`src/rtl/sci_pkg.sv`:
```
`default_nettype none
package sci_pkg;
   // ********************************
   // register addresses
   // ********************************
   localparam logic [15:0] ADDR_FORMAT = 16'h7050;
   localparam logic [15:0] ADDR_CTRL1 = 16'h7051;
   localparam logic [15:0] ADDR_BAUD_HI = 16'h7052;
   localparam logic [15:0] ADDR_BAUD_LO = 16'h7053;
   localparam logic [15:0] ADDR_CTRL2 = 16'h7054;
   localparam logic [15:0] ADDR_RX_STATUS = 16'h7055;
   localparam logic [15:0] ADDR_RX_EMU = 16'h7056;
   localparam logic [15:0] ADDR_RX_BUF = 16'h7057;
   localparam logic [15:0] ADDR_TX_BUF = 16'h7059;
   localparam logic [15:0] ADDR_FIFO_TX = 16'h705A;
   localparam logic [15:0] ADDR_FIFO_RX = 16'h705B;
   localparam logic [15:0] ADDR_FIFO_CT = 16'h705C;
   localparam logic [15:0] ADDR_PRIORITY = 16'h705F;
   // ********************************
   // field positions and resets
   // ********************************
   localparam int CTL1_RX_EN = 0;
   localparam int CTL1_TX_EN = 1;
   localparam int CTL1_SLEEP = 2;
   localparam int CTL1_TX_WAKE = 3;
   localparam int CTL1_SW_RESET = 5;
   localparam int CTL2_TX_INT = 0;
   localparam int CTL2_RX_INT = 1;
   localparam int FIFO_EN = 7;
   localparam int FIFO_FLUSH = 6;
   localparam logic [7:0] RESET_FORMAT = 8'h07;
   localparam logic [7:0] RESET_ZERO = 8'h00;
   // ********************************
   // timing
   // ********************************
   localparam logic [2:0] LAST_TICK = 3'h7;
   localparam logic [2:0] MID_TICK = 3'h3;
   localparam logic [6:0] IDLE_TICKS = 7'h50;
   // ********************************
   // types
   // ********************************
   typedef struct packed {
      logic twoStop;
      logic evenParity;
      logic parityEn;
      logic multiEn;
      logic addrMode;
      logic [2:0] lenMinus1;
   } format_t;
   typedef struct packed {
      logic rxError;
      logic rxReady;
      logic breakDet;
      logic framing;
      logic overrun;
      logic parity;
      logic wake;
      logic zero;
   } rx_status_t;
   typedef enum logic [2:0] {
      S_IDLE = 3'h0,
      S_START = 3'h1,
      S_DATA = 3'h3,
      S_ADDR = 3'h2,
      S_PARITY = 3'h6,
      S_STOP = 3'h7
   } serial_state_t;
endpackage
`default_nettype wire

```
`src/rtl/async_serial_comm_interface.sv`:
```
// Operation
// bit time is eight ticks of divisor+1 clocks
// divisor built from high and low bytes
// one start bit, one to eight data
// optional parity, even or odd
// one or two stop bits
// parity, overrun, framing, break flags kept
// receive error flag ORs all four errors
// transmit ready while buffer accepts character
// transmit empty when shifter has nothing left
// receive ready while character waits
// separate interrupt enables; break always interrupts
// idle-line and address-bit wake-up modes
// transmitter and receiver enabled independently
// buffer before tx shifter, after rx shifter
// data in low byte, high byte zero
// master uses sixteen-bit accesses only
// optional sixteen-level fifos for both directions
// lsb first, line idles high
`timescale 1ns/1ns
`default_nettype none
module sci_fifo #(
   parameter int WIDTH = 8,
   parameter int DEPTH = 16,
   localparam int AW = $clog2(DEPTH),
   localparam int CW = $clog2(DEPTH + 1)
) (
   input wire logic clock,
   input wire logic rst,
   input wire logic flush,
   input wire logic inValid,
   output logic inReady,
   input wire logic [WIDTH-1:0] inData,
   output logic outValid,
   input wire logic outReady,
   output logic [WIDTH-1:0] outData,
   output logic [CW-1:0] count
);
   logic [WIDTH-1:0] mem [DEPTH];
   logic [AW-1:0] wrPtr;
   logic [AW-1:0] rdPtr;
   logic push;
   logic pop;
   if (DEPTH < 2 || (DEPTH & (DEPTH - 1)) != 0)
   begin : badDepth
      $error("fifo depth must be a power of two");
   end
   assign inReady = count != CW'(DEPTH);
   assign outValid = count != '0;
   assign outData = mem[rdPtr];
   assign push = inValid && inReady;
   assign pop = outValid && outReady;
   always_ff @(posedge clock)
   begin
      if (push)
      begin
         mem[wrPtr] <= inData;
      end
   end
   always_ff @(posedge clock or posedge rst)
   begin
      if (rst)
      begin
         wrPtr <= '0;
         rdPtr <= '0;
         count <= '0;
      end
      else if (flush)
      begin
         wrPtr <= '0;
         rdPtr <= '0;
         count <= '0;
      end
      else
      begin
         wrPtr <= wrPtr + AW'(push);
         rdPtr <= rdPtr + AW'(pop);
         count <= count + CW'(push) - CW'(pop);
      end
   end
endmodule // sci_fifo

module async_serial_comm_interface
   import sci_pkg::*;
#(
   parameter int FIFO_DEPTH = 16
) (
   input wire logic clock,
   input wire logic rst,
   input wire logic [15:0] addr,
   input wire logic wrEn,
   input wire logic rdEn,
   input wire logic [15:0] wrData,
   output logic [15:0] rdData,
   input wire logic serialRxPin,
   output logic serialTxPin,
   output logic txIrq,
   output logic rxIrq
);
   localparam int CW = $clog2(FIFO_DEPTH + 1);
   if (FIFO_DEPTH > 16)
   begin : badLevel
      $error("fifo level field holds at most sixteen");
   end

   function automatic logic parityOf(logic [7:0] d, logic [2:0] len, logic even);
      logic [7:0] m;
      m = 8'hFF >> (3'h7 - len);
      return (^(d & m)) ^ !even;
   endfunction

   // ********************************
   // register file
   // ********************************
   format_t fmt;
   logic [7:0] ctl1;
   logic [7:0] baudHi;
   logic [7:0] baudLo;
   logic [1:0] intEn;
   logic fifoEn;
   logic [7:0] fifoCt;
   logic [7:0] prio;
   logic wrFormat;
   logic txLoad;
   logic softReset;
   logic txFlush;
   logic rxFlush;
   logic rxBufRead;

   assign softReset = ctl1[CTL1_SW_RESET];
   // high byte of wrData is never looked at
   assign txFlush = softReset || (wrEn && addr == ADDR_FIFO_TX && wrData[FIFO_FLUSH]);
   assign rxFlush = softReset || (wrEn && addr == ADDR_FIFO_RX && wrData[FIFO_FLUSH]);
   assign rxBufRead = rdEn && addr == ADDR_RX_BUF;
   assign wrFormat = wrEn && addr == ADDR_FORMAT;

   always_ff @(posedge clock or posedge rst)
   begin
      if (rst)
      begin
         fmt <= format_t'(RESET_FORMAT);
         baudHi <= RESET_ZERO;
         baudLo <= RESET_ZERO;
         intEn <= 2'h0;
         fifoEn <= 1'b0;
         fifoCt <= RESET_ZERO;
         prio <= RESET_ZERO;
      end
      else if (wrEn)
      begin
         unique case (addr)
            ADDR_FORMAT: fmt <= format_t'(wrData[7:0]);
            ADDR_BAUD_HI: baudHi <= wrData[7:0];
            ADDR_BAUD_LO: baudLo <= wrData[7:0];
            ADDR_CTRL2: intEn <= wrData[1:0];
            ADDR_FIFO_TX: fifoEn <= wrData[FIFO_EN];
            ADDR_FIFO_CT: fifoCt <= wrData[7:0];
            ADDR_PRIORITY: prio <= wrData[7:0];
            default: ;
         endcase
      end
   end

   // wake bit is consumed by the frame that carries it
   always_ff @(posedge clock or posedge rst)
   begin
      if (rst)
      begin
         ctl1 <= RESET_ZERO;
      end
      else if (wrEn && addr == ADDR_CTRL1)
      begin
         ctl1 <= wrData[7:0];
      end
      else if (txLoad)
      begin
         ctl1[CTL1_TX_WAKE] <= 1'b0;
      end
   end

   // ********************************
   // baud tick
   // ********************************
   logic [15:0] divisor;
   logic [15:0] baudCnt;
   logic tick;
   assign divisor = {baudHi, baudLo};
   // zero divisor behaves as one: sixteen clocks per bit
   assign tick = baudCnt >= ((divisor == 16'h0000) ? 16'h0001 : divisor);
   always_ff @(posedge clock or posedge rst)
   begin
      if (rst)
      begin
         baudCnt <= 16'h0000;
      end
      else
      begin
         baudCnt <= tick ? 16'h0000 : baudCnt + 16'h0001;
      end
   end

   // ********************************
   // transmit path
   // ********************************
   logic txCanPush;
   logic txOutValid;
   logic [7:0] txOutData;
   logic [CW-1:0] txCount;
   logic txInReady;
   serial_state_t txState;
   logic [2:0] txPhase;
   logic [2:0] txIdx;
   logic [7:0] txShift;
   logic txAddrBit;
   logic txPar;
   logic txSecondStop;

   // without fifo mode the queue acts as a single buffer register
   assign txCanPush = txInReady && (fifoEn || txCount == '0);
   assign txLoad = tick && txState == S_IDLE && txOutValid && ctl1[CTL1_TX_EN];

   sci_fifo #(.WIDTH(8), .DEPTH(FIFO_DEPTH)) txFifo (
      .clock(clock),
      .rst(rst),
      .flush(txFlush),
      .inValid(wrEn && addr == ADDR_TX_BUF && txCanPush),
      .inReady(txInReady),
      .inData(wrData[7:0]),
      .outValid(txOutValid),
      .outReady(txLoad),
      .outData(txOutData),
      .count(txCount)
   );

   always_ff @(posedge clock or posedge rst)
   begin
      if (rst)
      begin
         txState <= S_IDLE;
         txPhase <= 3'h0;
         txIdx <= 3'h0;
         txShift <= 8'h00;
         txAddrBit <= 1'b0;
         txPar <= 1'b0;
         txSecondStop <= 1'b0;
         serialTxPin <= 1'b1;
      end
      else if (softReset)
      begin
         txState <= S_IDLE;
         txPhase <= 3'h0;
         serialTxPin <= 1'b1;
      end
      else if (txLoad)
      begin
         txShift <= txOutData;
         txAddrBit <= ctl1[CTL1_TX_WAKE];
         txPar <= parityOf(txOutData, fmt.lenMinus1, fmt.evenParity);
         txPhase <= 3'h0;
         txState <= S_START;
         serialTxPin <= 1'b0;
      end
      else if (tick && txState != S_IDLE)
      begin
         txPhase <= txPhase + 3'h1;
         if (txPhase == LAST_TICK)
         begin
            unique case (txState)
               S_START:
               begin
                  serialTxPin <= txShift[0];
                  txShift <= txShift >> 1;
                  txIdx <= 3'h0;
                  txState <= S_DATA;
               end
               S_DATA:
               begin
                  if (txIdx != fmt.lenMinus1)
                  begin
                     serialTxPin <= txShift[0];
                     txShift <= txShift >> 1;
                     txIdx <= txIdx + 3'h1;
                  end
                  else if (fmt.multiEn && fmt.addrMode)
                  begin
                     serialTxPin <= txAddrBit;
                     txState <= S_ADDR;
                  end
                  else if (fmt.parityEn)
                  begin
                     serialTxPin <= txPar;
                     txState <= S_PARITY;
                  end
                  else
                  begin
                     serialTxPin <= 1'b1;
                     txSecondStop <= 1'b0;
                     txState <= S_STOP;
                  end
               end
               S_ADDR:
               begin
                  serialTxPin <= fmt.parityEn ? txPar : 1'b1;
                  txSecondStop <= 1'b0;
                  txState <= fmt.parityEn ? S_PARITY : S_STOP;
               end
               S_PARITY:
               begin
                  serialTxPin <= 1'b1;
                  txSecondStop <= 1'b0;
                  txState <= S_STOP;
               end
               S_STOP:
               begin
                  if (fmt.twoStop && !txSecondStop)
                  begin
                     txSecondStop <= 1'b1;
                  end
                  else
                  begin
                     txState <= S_IDLE;
                  end
               end
               default: txState <= S_IDLE;
            endcase
         end
      end
   end

   // ********************************
   // receive shifter
   // ********************************
   serial_state_t rxState;
   logic [2:0] rxPhase;
   logic [2:0] rxIdx;
   logic [7:0] rxShift;
   logic rxAddrBit;
   logic rxParBit;
   logic rxSecondStop;
   logic [6:0] idleCnt;
   logic frameIdle;
   logic frameDone;
   logic frameFraming;
   logic [7:0] frameData;
   logic frameParErr;
   logic frameWake;
   logic rxStopLow;
   logic [7:0] rxAligned;

   assign rxAligned = rxShift >> (3'h7 - fmt.lenMinus1);
   assign rxStopLow = !serialRxPin;

   // idle-line detector: ten quiet bit times arm the wake condition
   always_ff @(posedge clock or posedge rst)
   begin
      if (rst)
      begin
         idleCnt <= 7'h00;
      end
      else if (rxState != S_IDLE || !serialRxPin)
      begin
         idleCnt <= 7'h00;
      end
      else if (tick && idleCnt != IDLE_TICKS)
      begin
         idleCnt <= idleCnt + 7'h01;
      end
   end

   always_ff @(posedge clock or posedge rst)
   begin
      if (rst)
      begin
         rxState <= S_IDLE;
         rxPhase <= 3'h0;
         rxIdx <= 3'h0;
         rxShift <= 8'h00;
         rxAddrBit <= 1'b0;
         rxParBit <= 1'b0;
         rxSecondStop <= 1'b0;
         frameIdle <= 1'b0;
         frameDone <= 1'b0;
         frameFraming <= 1'b0;
      end
      else if (softReset || !ctl1[CTL1_RX_EN])
      begin
         rxState <= S_IDLE;
         rxPhase <= 3'h0;
         frameDone <= 1'b0;
      end
      else
      begin
         frameDone <= 1'b0;
         if (tick)
         begin
            rxPhase <= rxPhase + 3'h1;
            unique case (rxState)
               S_IDLE:
               begin
                  rxPhase <= 3'h0;
                  if (!serialRxPin)
                  begin
                     frameIdle <= idleCnt == IDLE_TICKS;
                     rxState <= S_START;
                  end
               end
               S_START:
               begin
                  // a glitch shorter than half a bit is dropped
                  if (serialRxPin)
                  begin
                     rxState <= S_IDLE;
                  end
                  else if (rxPhase == MID_TICK)
                  begin
                     rxPhase <= 3'h0;
                     rxIdx <= 3'h0;
                     rxShift <= 8'h00;
                     rxState <= S_DATA;
                  end
               end
               default:
               begin
                  if (rxPhase == LAST_TICK)
                  begin
                     unique case (rxState)
                        S_DATA:
                        begin
                           rxShift <= {serialRxPin, rxShift[7:1]};
                           rxIdx <= rxIdx + 3'h1;
                           rxSecondStop <= 1'b0;
                           if (rxIdx == fmt.lenMinus1)
                           begin
                              rxState <= (fmt.multiEn && fmt.addrMode) ? S_ADDR :
                                 fmt.parityEn ? S_PARITY : S_STOP;
                           end
                        end
                        S_ADDR:
                        begin
                           rxAddrBit <= serialRxPin;
                           rxState <= fmt.parityEn ? S_PARITY : S_STOP;
                        end
                        S_PARITY:
                        begin
                           rxParBit <= serialRxPin;
                           rxState <= S_STOP;
                        end
                        default:
                        begin
                           frameFraming <= rxSecondStop ? (frameFraming || rxStopLow) : rxStopLow;
                           if (fmt.twoStop && !rxSecondStop)
                           begin
                              rxSecondStop <= 1'b1;
                           end
                           else
                           begin
                              frameDone <= 1'b1;
                              rxState <= S_IDLE;
                           end
                        end
                     endcase
                  end
               end
            endcase
         end
      end
   end

   // frameFraming above already holds the last stop sample when frameDone rises
   assign frameData = rxAligned;
   assign frameParErr = fmt.parityEn && rxParBit != parityOf(rxAligned, fmt.lenMinus1, fmt.evenParity);
   assign frameWake = fmt.addrMode ? rxAddrBit : frameIdle;

   // ********************************
   // receive buffer and flags
   // ********************************
   logic rxInReady;
   logic rxCanPush;
   logic rxAccept;
   logic rxOutValid;
   logic [7:0] rxOutData;
   logic [CW-1:0] rxCount;
   rx_status_t rxStat;
   logic flagParity;
   logic flagOverrun;
   logic flagFraming;
   logic flagBreak;
   logic flagWake;
   logic txReady;
   logic txEmpty;

   assign rxCanPush = rxInReady && (fifoEn || rxCount == '0);
   // sleeping receiver keeps only frames that carry the wake condition
   assign rxAccept = frameDone && (!(fmt.multiEn && ctl1[CTL1_SLEEP]) || frameWake);

   sci_fifo #(.WIDTH(8), .DEPTH(FIFO_DEPTH)) rxFifo (
      .clock(clock),
      .rst(rst),
      .flush(rxFlush),
      .inValid(rxAccept && rxCanPush),
      .inReady(rxInReady),
      .inData(frameData),
      .outValid(rxOutValid),
      .outReady(rxBufRead),
      .outData(rxOutData),
      .count(rxCount)
   );

   // new events beat the clear in the same cycle
   always_ff @(posedge clock or posedge rst)
   begin
      if (rst)
      begin
         flagParity <= 1'b0;
         flagOverrun <= 1'b0;
         flagFraming <= 1'b0;
         flagBreak <= 1'b0;
         flagWake <= 1'b0;
      end
      else
      begin
         flagParity <= (flagParity && !rxBufRead && !softReset) || (rxAccept && frameParErr);
         flagFraming <= (flagFraming && !rxBufRead && !softReset) || (frameDone && frameFraming);
         flagOverrun <= (flagOverrun && !softReset) || (rxAccept && !rxCanPush);
         flagBreak <= (flagBreak && !softReset) || (frameDone && frameFraming &&
            frameData == 8'h00 && !(fmt.parityEn && rxParBit));
         flagWake <= (flagWake && !rxBufRead && !softReset) || (rxAccept && fmt.multiEn && frameWake);
      end
   end

   assign txReady = txCanPush;
   assign txEmpty = txState == S_IDLE && txCount == '0;
   always_comb
   begin
      rxStat = '0;
      rxStat.rxError = flagParity || flagOverrun || flagFraming || flagBreak;
      rxStat.rxReady = rxOutValid;
      rxStat.breakDet = flagBreak;
      rxStat.framing = flagFraming;
      rxStat.overrun = flagOverrun;
      rxStat.parity = flagParity;
      rxStat.wake = flagWake;
   end

   // ********************************
   // read port and interrupts
   // ********************************
   logic [7:0] readByte;
   always_comb
   begin
      unique case (addr)
         ADDR_FORMAT: readByte = fmt;
         ADDR_CTRL1: readByte = ctl1;
         ADDR_BAUD_HI: readByte = baudHi;
         ADDR_BAUD_LO: readByte = baudLo;
         ADDR_CTRL2: readByte = {txReady, txEmpty, 4'h0, intEn};
         ADDR_RX_STATUS: readByte = rxStat;
         ADDR_RX_EMU: readByte = rxOutData;
         ADDR_RX_BUF: readByte = rxOutData;
         ADDR_FIFO_TX: readByte = {fifoEn, 2'h0, 5'(txCount)};
         ADDR_FIFO_RX: readByte = {3'h0, 5'(rxCount)};
         ADDR_FIFO_CT: readByte = fifoCt;
         ADDR_PRIORITY: readByte = prio;
         default: readByte = 8'h00;
      endcase
   end

   always_ff @(posedge clock or posedge rst)
   begin
      if (rst)
      begin
         rdData <= 16'h0000;
         txIrq <= 1'b0;
         rxIrq <= 1'b0;
      end
      else
      begin
         if (rdEn)
         begin
            rdData <= {8'h00, readByte};
         end
         txIrq <= intEn[CTL2_TX_INT] && txReady;
         rxIrq <= (intEn[CTL2_RX_INT] && (rxOutValid || rxStat.rxError)) || flagBreak;
      end
   end
endmodule // async_serial_comm_interface
`default_nettype wire

```
`config.mk`:
```
export PLATFORM = sky130hd
export DESIGN_NAME = async_serial_comm_interface
export DESIGN_NICKNAME = d
export VERILOG_FILES = /design/src/rtl/sci_pkg.sv /design/src/rtl/async_serial_comm_interface.sv
export SDC_FILE = /design/constraint.sdc
export NUM_CORES = 1
export LEC_CHECK = 0
export ABC_CLOCK_PERIOD_IN_PS = 10800
export BUFFER_PORTS_ARGS = -buffer_cell sky130_fd_sc_hd__buf_2
export CAP_MARGIN = 20
export CORE_MARGIN = 2
export CORE_UTILIZATION = 50
export CTS_BUF_LIST = sky130_fd_sc_hd__clkbuf_2 sky130_fd_sc_hd__clkbuf_4 sky130_fd_sc_hd__clkbuf_8
export CTS_CLUSTER_SIZE = 30
export DETAILED_ROUTE_END_ITERATION = 10
export GPL_TIMING_DRIVEN = 0
export PLACE_DENSITY = 0.68
export SLEW_MARGIN = 15
export SYNTH_ARGS = -nofsm -noshare
export SYNTH_HDL_FRONTEND = slang
export SYNTH_SLANG_ARGS = --single-unit
export TNS_END_PERCENT = 5
```
`constraint.sdc`:
```
create_clock -name clock -period 10.8 [get_ports clock]
set_clock_uncertainty 0.2 [all_clocks]
set_input_delay 0.54 -clock clock [delete_from_list [all_inputs] [get_ports clock]]
set_output_delay 0.54 -clock clock [all_outputs]
set_load 0.01 [all_outputs]
```
======== Yosys cells after proc, flatten, opt, wreduce, memory -nomap -nowiden ========
Memory sizes are Yosys's and may differ from the RTL's.
Index checks and enable logic that the tools add are counted.
operators by class
  shift operators ......................... 2
  mux-type cells .......................... 84
  reduce and logical (&&, ||, !) cells .... 125
  equal/unequal tests ..................... 46
  magnitude comparators ................... 1
  add/subtract/negate cells ............... 15
  bitwise gates (word level) .............. 12
operator list
  kind                                                   count
  equality test 16 x 15 -> 1 bit, second input constant  13
  one-hot mux 8 bit (11 select lines)                    1
  2-to-1 mux 3 bit                                       27
  2-to-1 mux 8 bit                                       8
  logical AND 1 bit                                      45
  2-to-1 mux 16 bit                                      2
  one-hot mux 8 bit (2 select lines)                     2
  2-to-1 mux 1 bit                                       27
  one-hot mux 3 bit (2 select lines)                     4
  AND reduction 5 bit                                    4
  logical OR 1 bit                                       18
  AND reduction 6 bit                                    3
  nonzero test 2 bit                                     9
  nonzero test 3 bit                                     6
  adder 16 x 1 -> 16 bit, second input constant          1
  adder 4 x 1 -> 4 bit                                   4
  AND 8 bit                                              2
  >= comparator 16 bit                                   1
  logical NOT 16 bit                                     1
  2-to-1 mux 4 bit                                       4
  AND reduction 2 bit                                    8
  XOR reduction 8 bit                                    2
  equality test 3 x 2 -> 1 bit, second input constant    5
  equality test 3 bit, second input constant             5
  43 further kinds                                       83
storage, ports and cells
  output and inout port bits .............. 19
  input port bits ......................... 37
  memory bits (writable) .................. 256
  memories kept ........................... 2
  register bits after elaboration ......... 159
  word-level logic and storage cells ...... 335
memory list
  name        depth  width  read ports  clocked after Yosys merged registers in  write ports  RTL line                           RTL
  rxFifo.mem  16     8      1           0                                        1            async_serial_comm_interface.sv:39  logic [WIDTH-1:0] mem [DEPTH];
  txFifo.mem  16     8      1           0                                        1            async_serial_comm_interface.sv:39

======== Logic depth before layout (Yosys ltp) ========
  depth after elaboration ................. 9
  mapped depth ............................ 22

======== By module ========
A second synthesis with hierarchy kept.
unflattened totals
  cell total of the unflattened synthesis .. 1366
  area, all modules ....................... 19184.6 um^2
modules (own cells, without submodules)
  module                       cells an instance  instances  area each (um^2)  seq. area each (um^2)
  sci_fifo                     289                2          5703.0            4169.0
  async_serial_comm_interface  788                1          7778.7            3333.2

======== Worst setup path after synthesis ========
No wires, ideal clock.
  kind .................................... register to register
  start point ............................. reg baudHi[1]
  end point ............................... reg txFifo.count[4]
  cell stages (with the launch flop) ...... 23
  library setup time ...................... 121 ps
  arrival time ............................ 3483 ps
  slack ................................... 6995 ps
  clock period less this slack ............ 3805 ps
  cells stage by stage .................... dfrtp_1 -> nor4_1 -> a41o_1 -> ha_1 -> nand2b_1 -> a21oi_1 -> o21ai_0 -> a21o_1 -> a21oi_1 -> o221ai_1 -> nand2_1 -> inv_2 -> ha_1 -> inv_1 -> ha_1 -> inv_1 -> fa_1 -> inv_1 -> a21oi_1 -> nor2_1 -> nor2_1 -> xnor2_1 -> nor2_1
between the ends
  word-level cells in the longest chain between the ends .. 9
RTL lines
  item                              RTL line                            RTL
  from (decl)                       async_serial_comm_interface.sv:117  logic [7:0] baudHi;
  from (signal assigned)            async_serial_comm_interface.sv:153  ADDR_BAUD_HI: baudHi <= wrData[7:0];
  logical NOT 16 bit                async_serial_comm_interface.sv:189  assign tick = baudCnt >= ((divisor == 16'h0000) ? 16'h0001 : divisor);
  2-to-1 mux 16 bit *               async_serial_comm_interface.sv:189
  >= comparator 16 bit *            async_serial_comm_interface.sv:189
  logical AND 1 bit * (3 in a row)  async_serial_comm_interface.sv:220  assign txLoad = tick && txState == S_IDLE && txOutValid && ctl1[CTL1_TX_EN];
  logical AND 1 bit *               async_serial_comm_interface.sv:52   assign pop = outValid && outReady;
  subtractor 5 x 1 -> 5 bit *       async_serial_comm_interface.sv:78   count <= count + CW'(push) - CW'(pop);
  2-to-1 mux 5 bit *                async_serial_comm_interface.sv:68   else if (flush)
  to (signal assigned)              async_serial_comm_interface.sv:78
  to (decl)                         async_serial_comm_interface.sv:37   output logic [CW-1:0] count
Every way passes the cells marked *; elsewhere a longest branch is shown, timed or not.
A chain may end at the register's enable or synchronous reset.

======== Final worst setup path ========
  start point ............................. reg baudLo[4]
  end point ............................... reg txFifo.count[4]
between the ends
  word-level cells in the longest chain between the ends .. 9
RTL lines
  item                              RTL line                            RTL
  from (decl)                       async_serial_comm_interface.sv:118  logic [7:0] baudLo;
  from (signal assigned)            async_serial_comm_interface.sv:154  ADDR_BAUD_LO: baudLo <= wrData[7:0];
  logical NOT 16 bit                async_serial_comm_interface.sv:189
  2-to-1 mux 16 bit *               async_serial_comm_interface.sv:189
  >= comparator 16 bit *            async_serial_comm_interface.sv:189
  logical AND 1 bit * (3 in a row)  async_serial_comm_interface.sv:220
  logical AND 1 bit *               async_serial_comm_interface.sv:52
  subtractor 5 x 1 -> 5 bit *       async_serial_comm_interface.sv:78
  2-to-1 mux 5 bit *                async_serial_comm_interface.sv:68
Marks and branches as above.

==> impl_results.md <==
- Fin worst setup slack: 5780 ps
- Die ar.: 39800 um^2
- Async set-or-reset flop fraction in the synthesized netlist: 38.3%
- Internal power: 2.55 mW
- Hold_ws: 67.4 ps
- Max Cap Viol: 0
- Port Buffer Count: 37
- Type of the worst setup path: reg -> reg
- Hold Violations, Final: 0
- Clk sinks: 415
- WL final: 44700 um
- Clock Power Share: 43.4%
- Residual DRC: 0
- GRT Overall Usage: 23.5%
- TritonCTS clock tree: done
- Seq cells post-synth: 415
- Initial core utilization: 50.7%
- Placed cells: 1919
- Nets@finish: 1571
- Yosys cell types: 75
- Fill count: 3022
- Vias in the first global route: 12100
- Design Power: 3.30 mW
- Initial drt markers: 1116
- Grt total ovfl: 0
- Die Wd: 200 um
- Arrival time at the worst endpoint: 5310 ps
- Max Fclk: 199 MHz
- Syn. warnings: 0
- Total CTS buffers: 72
- Sequential-to-total area share from yosys stat: 61.1%
- Clk buf depth: 3
- Cell Pwr Density: 153 nW/um^2
- Top_reg_cell synth: edfxtp_1
- Core Region: 37700 um^2
- Unrepaired setup endpoints after global routing: no
- NetSw: 749 uW
- First-pass DRT Iterations: 8
- Worst slack at placement: 5820 ps
- EDFF count, synth: 256
- First-pass GRT wire length: 69400 um
- Avg Cell Area, Syn: 14.1 um^2
- Final TNS setup: 0 ps
- # setup viols final: 0
- Routed WL per cell: 21.8 um
- Tmin final: 5020 ps
- Switch share: 22.7%
- CTS root buffer: clkbuf_8
- Comb pwr share: 4.7%
- Post-synthesis instance area: 19100 um^2
- Post-Layout Cell Count: 2048
- Area grow syn2layout: 12.6%
- Worst ir drop on vdd: 0.106 mV
- Period utilization: 46.5%
- Status: finished clean
- Relative slew slack: 27.3%
- Max FO, Critical Path: 11
- Worst-Margin Slew: 1090 ps
- Worst setup EP type: flip-flop
- DRT antenna net count: 0
- Clock slew seen by the registers of the worst setup and hold paths: 60 ps
- Critical path startpoint category: flip-flop
- Leakage: 7.94 nW
- Initial antenna violation count: 0
- Antenna Cells: 0
- Fraction of layout cells with a size suffix above 1: 22.6%
- Later-pin clock latency in the skew report: 610 ps
- Post-Syn Instances: 1358
- Pin count of the biggest net entering global routing: 95
- Final HPWL DP: 29900 um
- Core Rows: 71
- Die Y: 200 um
- Max Slew Vio Count: 0
- Hold Crit Class: in -> reg
- Worst path required time: 11090 ps
- IO Pins: 56
- RePlAce Congestion: 0.904
- Via density: 5.77
- Max H-tree Level: 3
- Seq pwr share: 51.9%
- Via count: 11800
[cells in the final DEF (no fill, tap or decap), drive strengths merged, types with 4 or more instances in the layout]
cell type | netlist | final
clkinvlp | 0 | 4
nand4 | 10 | 10
clkbuf | 39 | 137
ha | 47 | 47
a21oi | 32 | 32
edfxtp | 256 | 256
o21ai | 43 | 43
a31oi | 5 | 5
buf | 34 | 79
nor3 | 22 | 22
xor2 | 26 | 26
nand3b | 8 | 8
nor2 | 108 | 108
nand2b | 13 | 13
mux2i | 24 | 24
o2111ai | 4 | 4
and3 | 10 | 10
conb | 1 | 8
a221o | 4 | 4
nand3 | 40 | 40
a22oi | 19 | 19
nand2 | 83 | 83
nor2b | 11 | 11
nor4 | 4 | 4
o22ai | 15 | 15
clkinv | 0 | 22
inv | 63 | 63
xnor2 | 34 | 34
dfstp | 4 | 4
mux2 | 72 | 72
dfrtp | 155 | 155
mux4 | 77 | 77
o31ai | 5 | 5
and2 | 23 | 23
or2 | 5 | 5
a21o | 13 | 13
[flip-flops by register name (all words and copies together) (netlist names), 5 cells and up]
signal and count:
baudCnt 16, baudHi 8, baudLo 8, ctl1 8, fifoCt 8, fmt 8, idleCnt 7, prio 8
rdData 8, rxFifo.count 5, rxFifo.mem 128, rxShift 8, txFifo.count 5, txFifo.mem 128, txShift 8
[path summary, 6_finish.rpt]
check	slack (ps)	from	endpoint	cells past startpoint
worst max-delay path	5780	baudLo[4]$_DFFE_PP0P_	txFifo.count[4]$_DFF_PP0_	22
worst min-delay path	70	serialRxPin	frameFraming$_DFFE_PP0P_	2
worst max register to register	5780	baudLo[4]$_DFFE_PP0P_	txFifo.count[4]$_DFF_PP0_	22
worst min register to register	280	rxShift[0]$_DFFE_PP0P_	rxShift[0]$_DFFE_PP0P_	2
max in group asynchronous	9210	rst	fmt[0]$_DFFE_PP1P_	4
min in group asynchronous	320	rst	rdData[4]$_DFFE_PP0P_	3
[per-layer routing]
layer	part of all wire, %	wire, um	vias up	GRT usage, %
li1	-	-	5328	-
met1	42	18700	5905	31.6
met2	47	21100	457	36.9
met3	7.1	3180	128	4.74
met4	4.1	1810	0	11.2
met5	0	0	-	0
[worst max-delay path, cell delays in order (launching register included)]
cell	delay, ps
dfrtp_1	450
nor4_1	380
a41o_1	250
ha_1	120
nand2b_1	90
a21oi_1	60
o21ai_0	180
a21o_1	150
a21oi_1	70
o221ai_1	770
nand2_1	370
inv_2	370
ha_1	290
inv_1	50
ha_1	160
inv_1	60
fa_1	390
inv_1	70
a21oi_1	60
nor2_1	90
nor2_1	60
xnor2_1	160
nor2_1	60
[cells by family (layout without fill, tap and decap cells)]
kind of cell | count (synthesis) | in the layout | synth area share (%)
compound gates | 169 | 169 | 5.83
xor+xnor | 60 | 60 | 2.75
fa+ha+maj | 49 | 49 | 3.29
buf+inv | 136 | 308 | 3.31
flops | 415 | 415 | 61.1
mux | 173 | 173 | 14.8
other cells | 1 | 8 | 0.0196
simple gates | 355 | 355 | 8.97
[cells in the mapped netlist (all sizes together), types with 19 or more instances]
cell / n / area share [%]
edfxtp: 256 / 40
dfrtp: 155 / 20
nor2: 108 / 2.1
nand2: 83 / 1.6
mux4: 77 / 9.3
mux2: 72 / 4.3
inv: 63 / 1.2
ha: 47 / 3.1
o21ai: 43 / 1.1
nand3: 40 / 1.0
clkbuf: 39 / 0.82
buf: 34 / 1.3
xnor2: 34 / 1.6
a21oi: 32 / 0.84
xor2: 26 / 1.2
mux2i: 24 / 1.3
and2: 23 / 0.75
nor3: 22 / 0.58
a22oi: 19 / 0.75
[layout make-up]
class	count	area [um^2]	share of cell area, %
clock buffers	98	1250	5.80
inverters	63	244	1.13
clock inverters	28	186	0.866
well taps	511	639	2.97
multi-input cells	814	6870	31.9
repair buffers	46	275	1.28
plain buffers	73	395	1.84
flip-flops and latches	415	11700	54.2
[power groups by stage]
stage | sequential (mW) | clock [mW] | combinational (mW)
3_5_place_dp | 1.74 | 0 | 0.158
6_report | 1.71 | 1.43 | 0.157
5_1_grt | 1.71 | 1.53 | 0.178
3_3_place_gp | 1.74 | 0 | 0.153
2_1_floorplan | 1.74 | 0 | 0.107
4_1_cts | 1.71 | 1.46 | 0.159
[through the flow]
stage	instance area (um^2)	util, %
5_1_grt	21500	57.2
6_report	21500	57.2
4_1_cts	21500	57.1
2_1_floorplan	19100	-
3_3_place_gp	20000	53.0
3_5_place_dp	20100	53.2
[timing repair]
item / CTS / global route
endpoints found under the hold margin: 65 / 0
setup buffers: 0 / 0
hold buffers: 1 / 0
resized for setup: 0 / 0
Note: power is estimated with default switching activity, not from simulation.
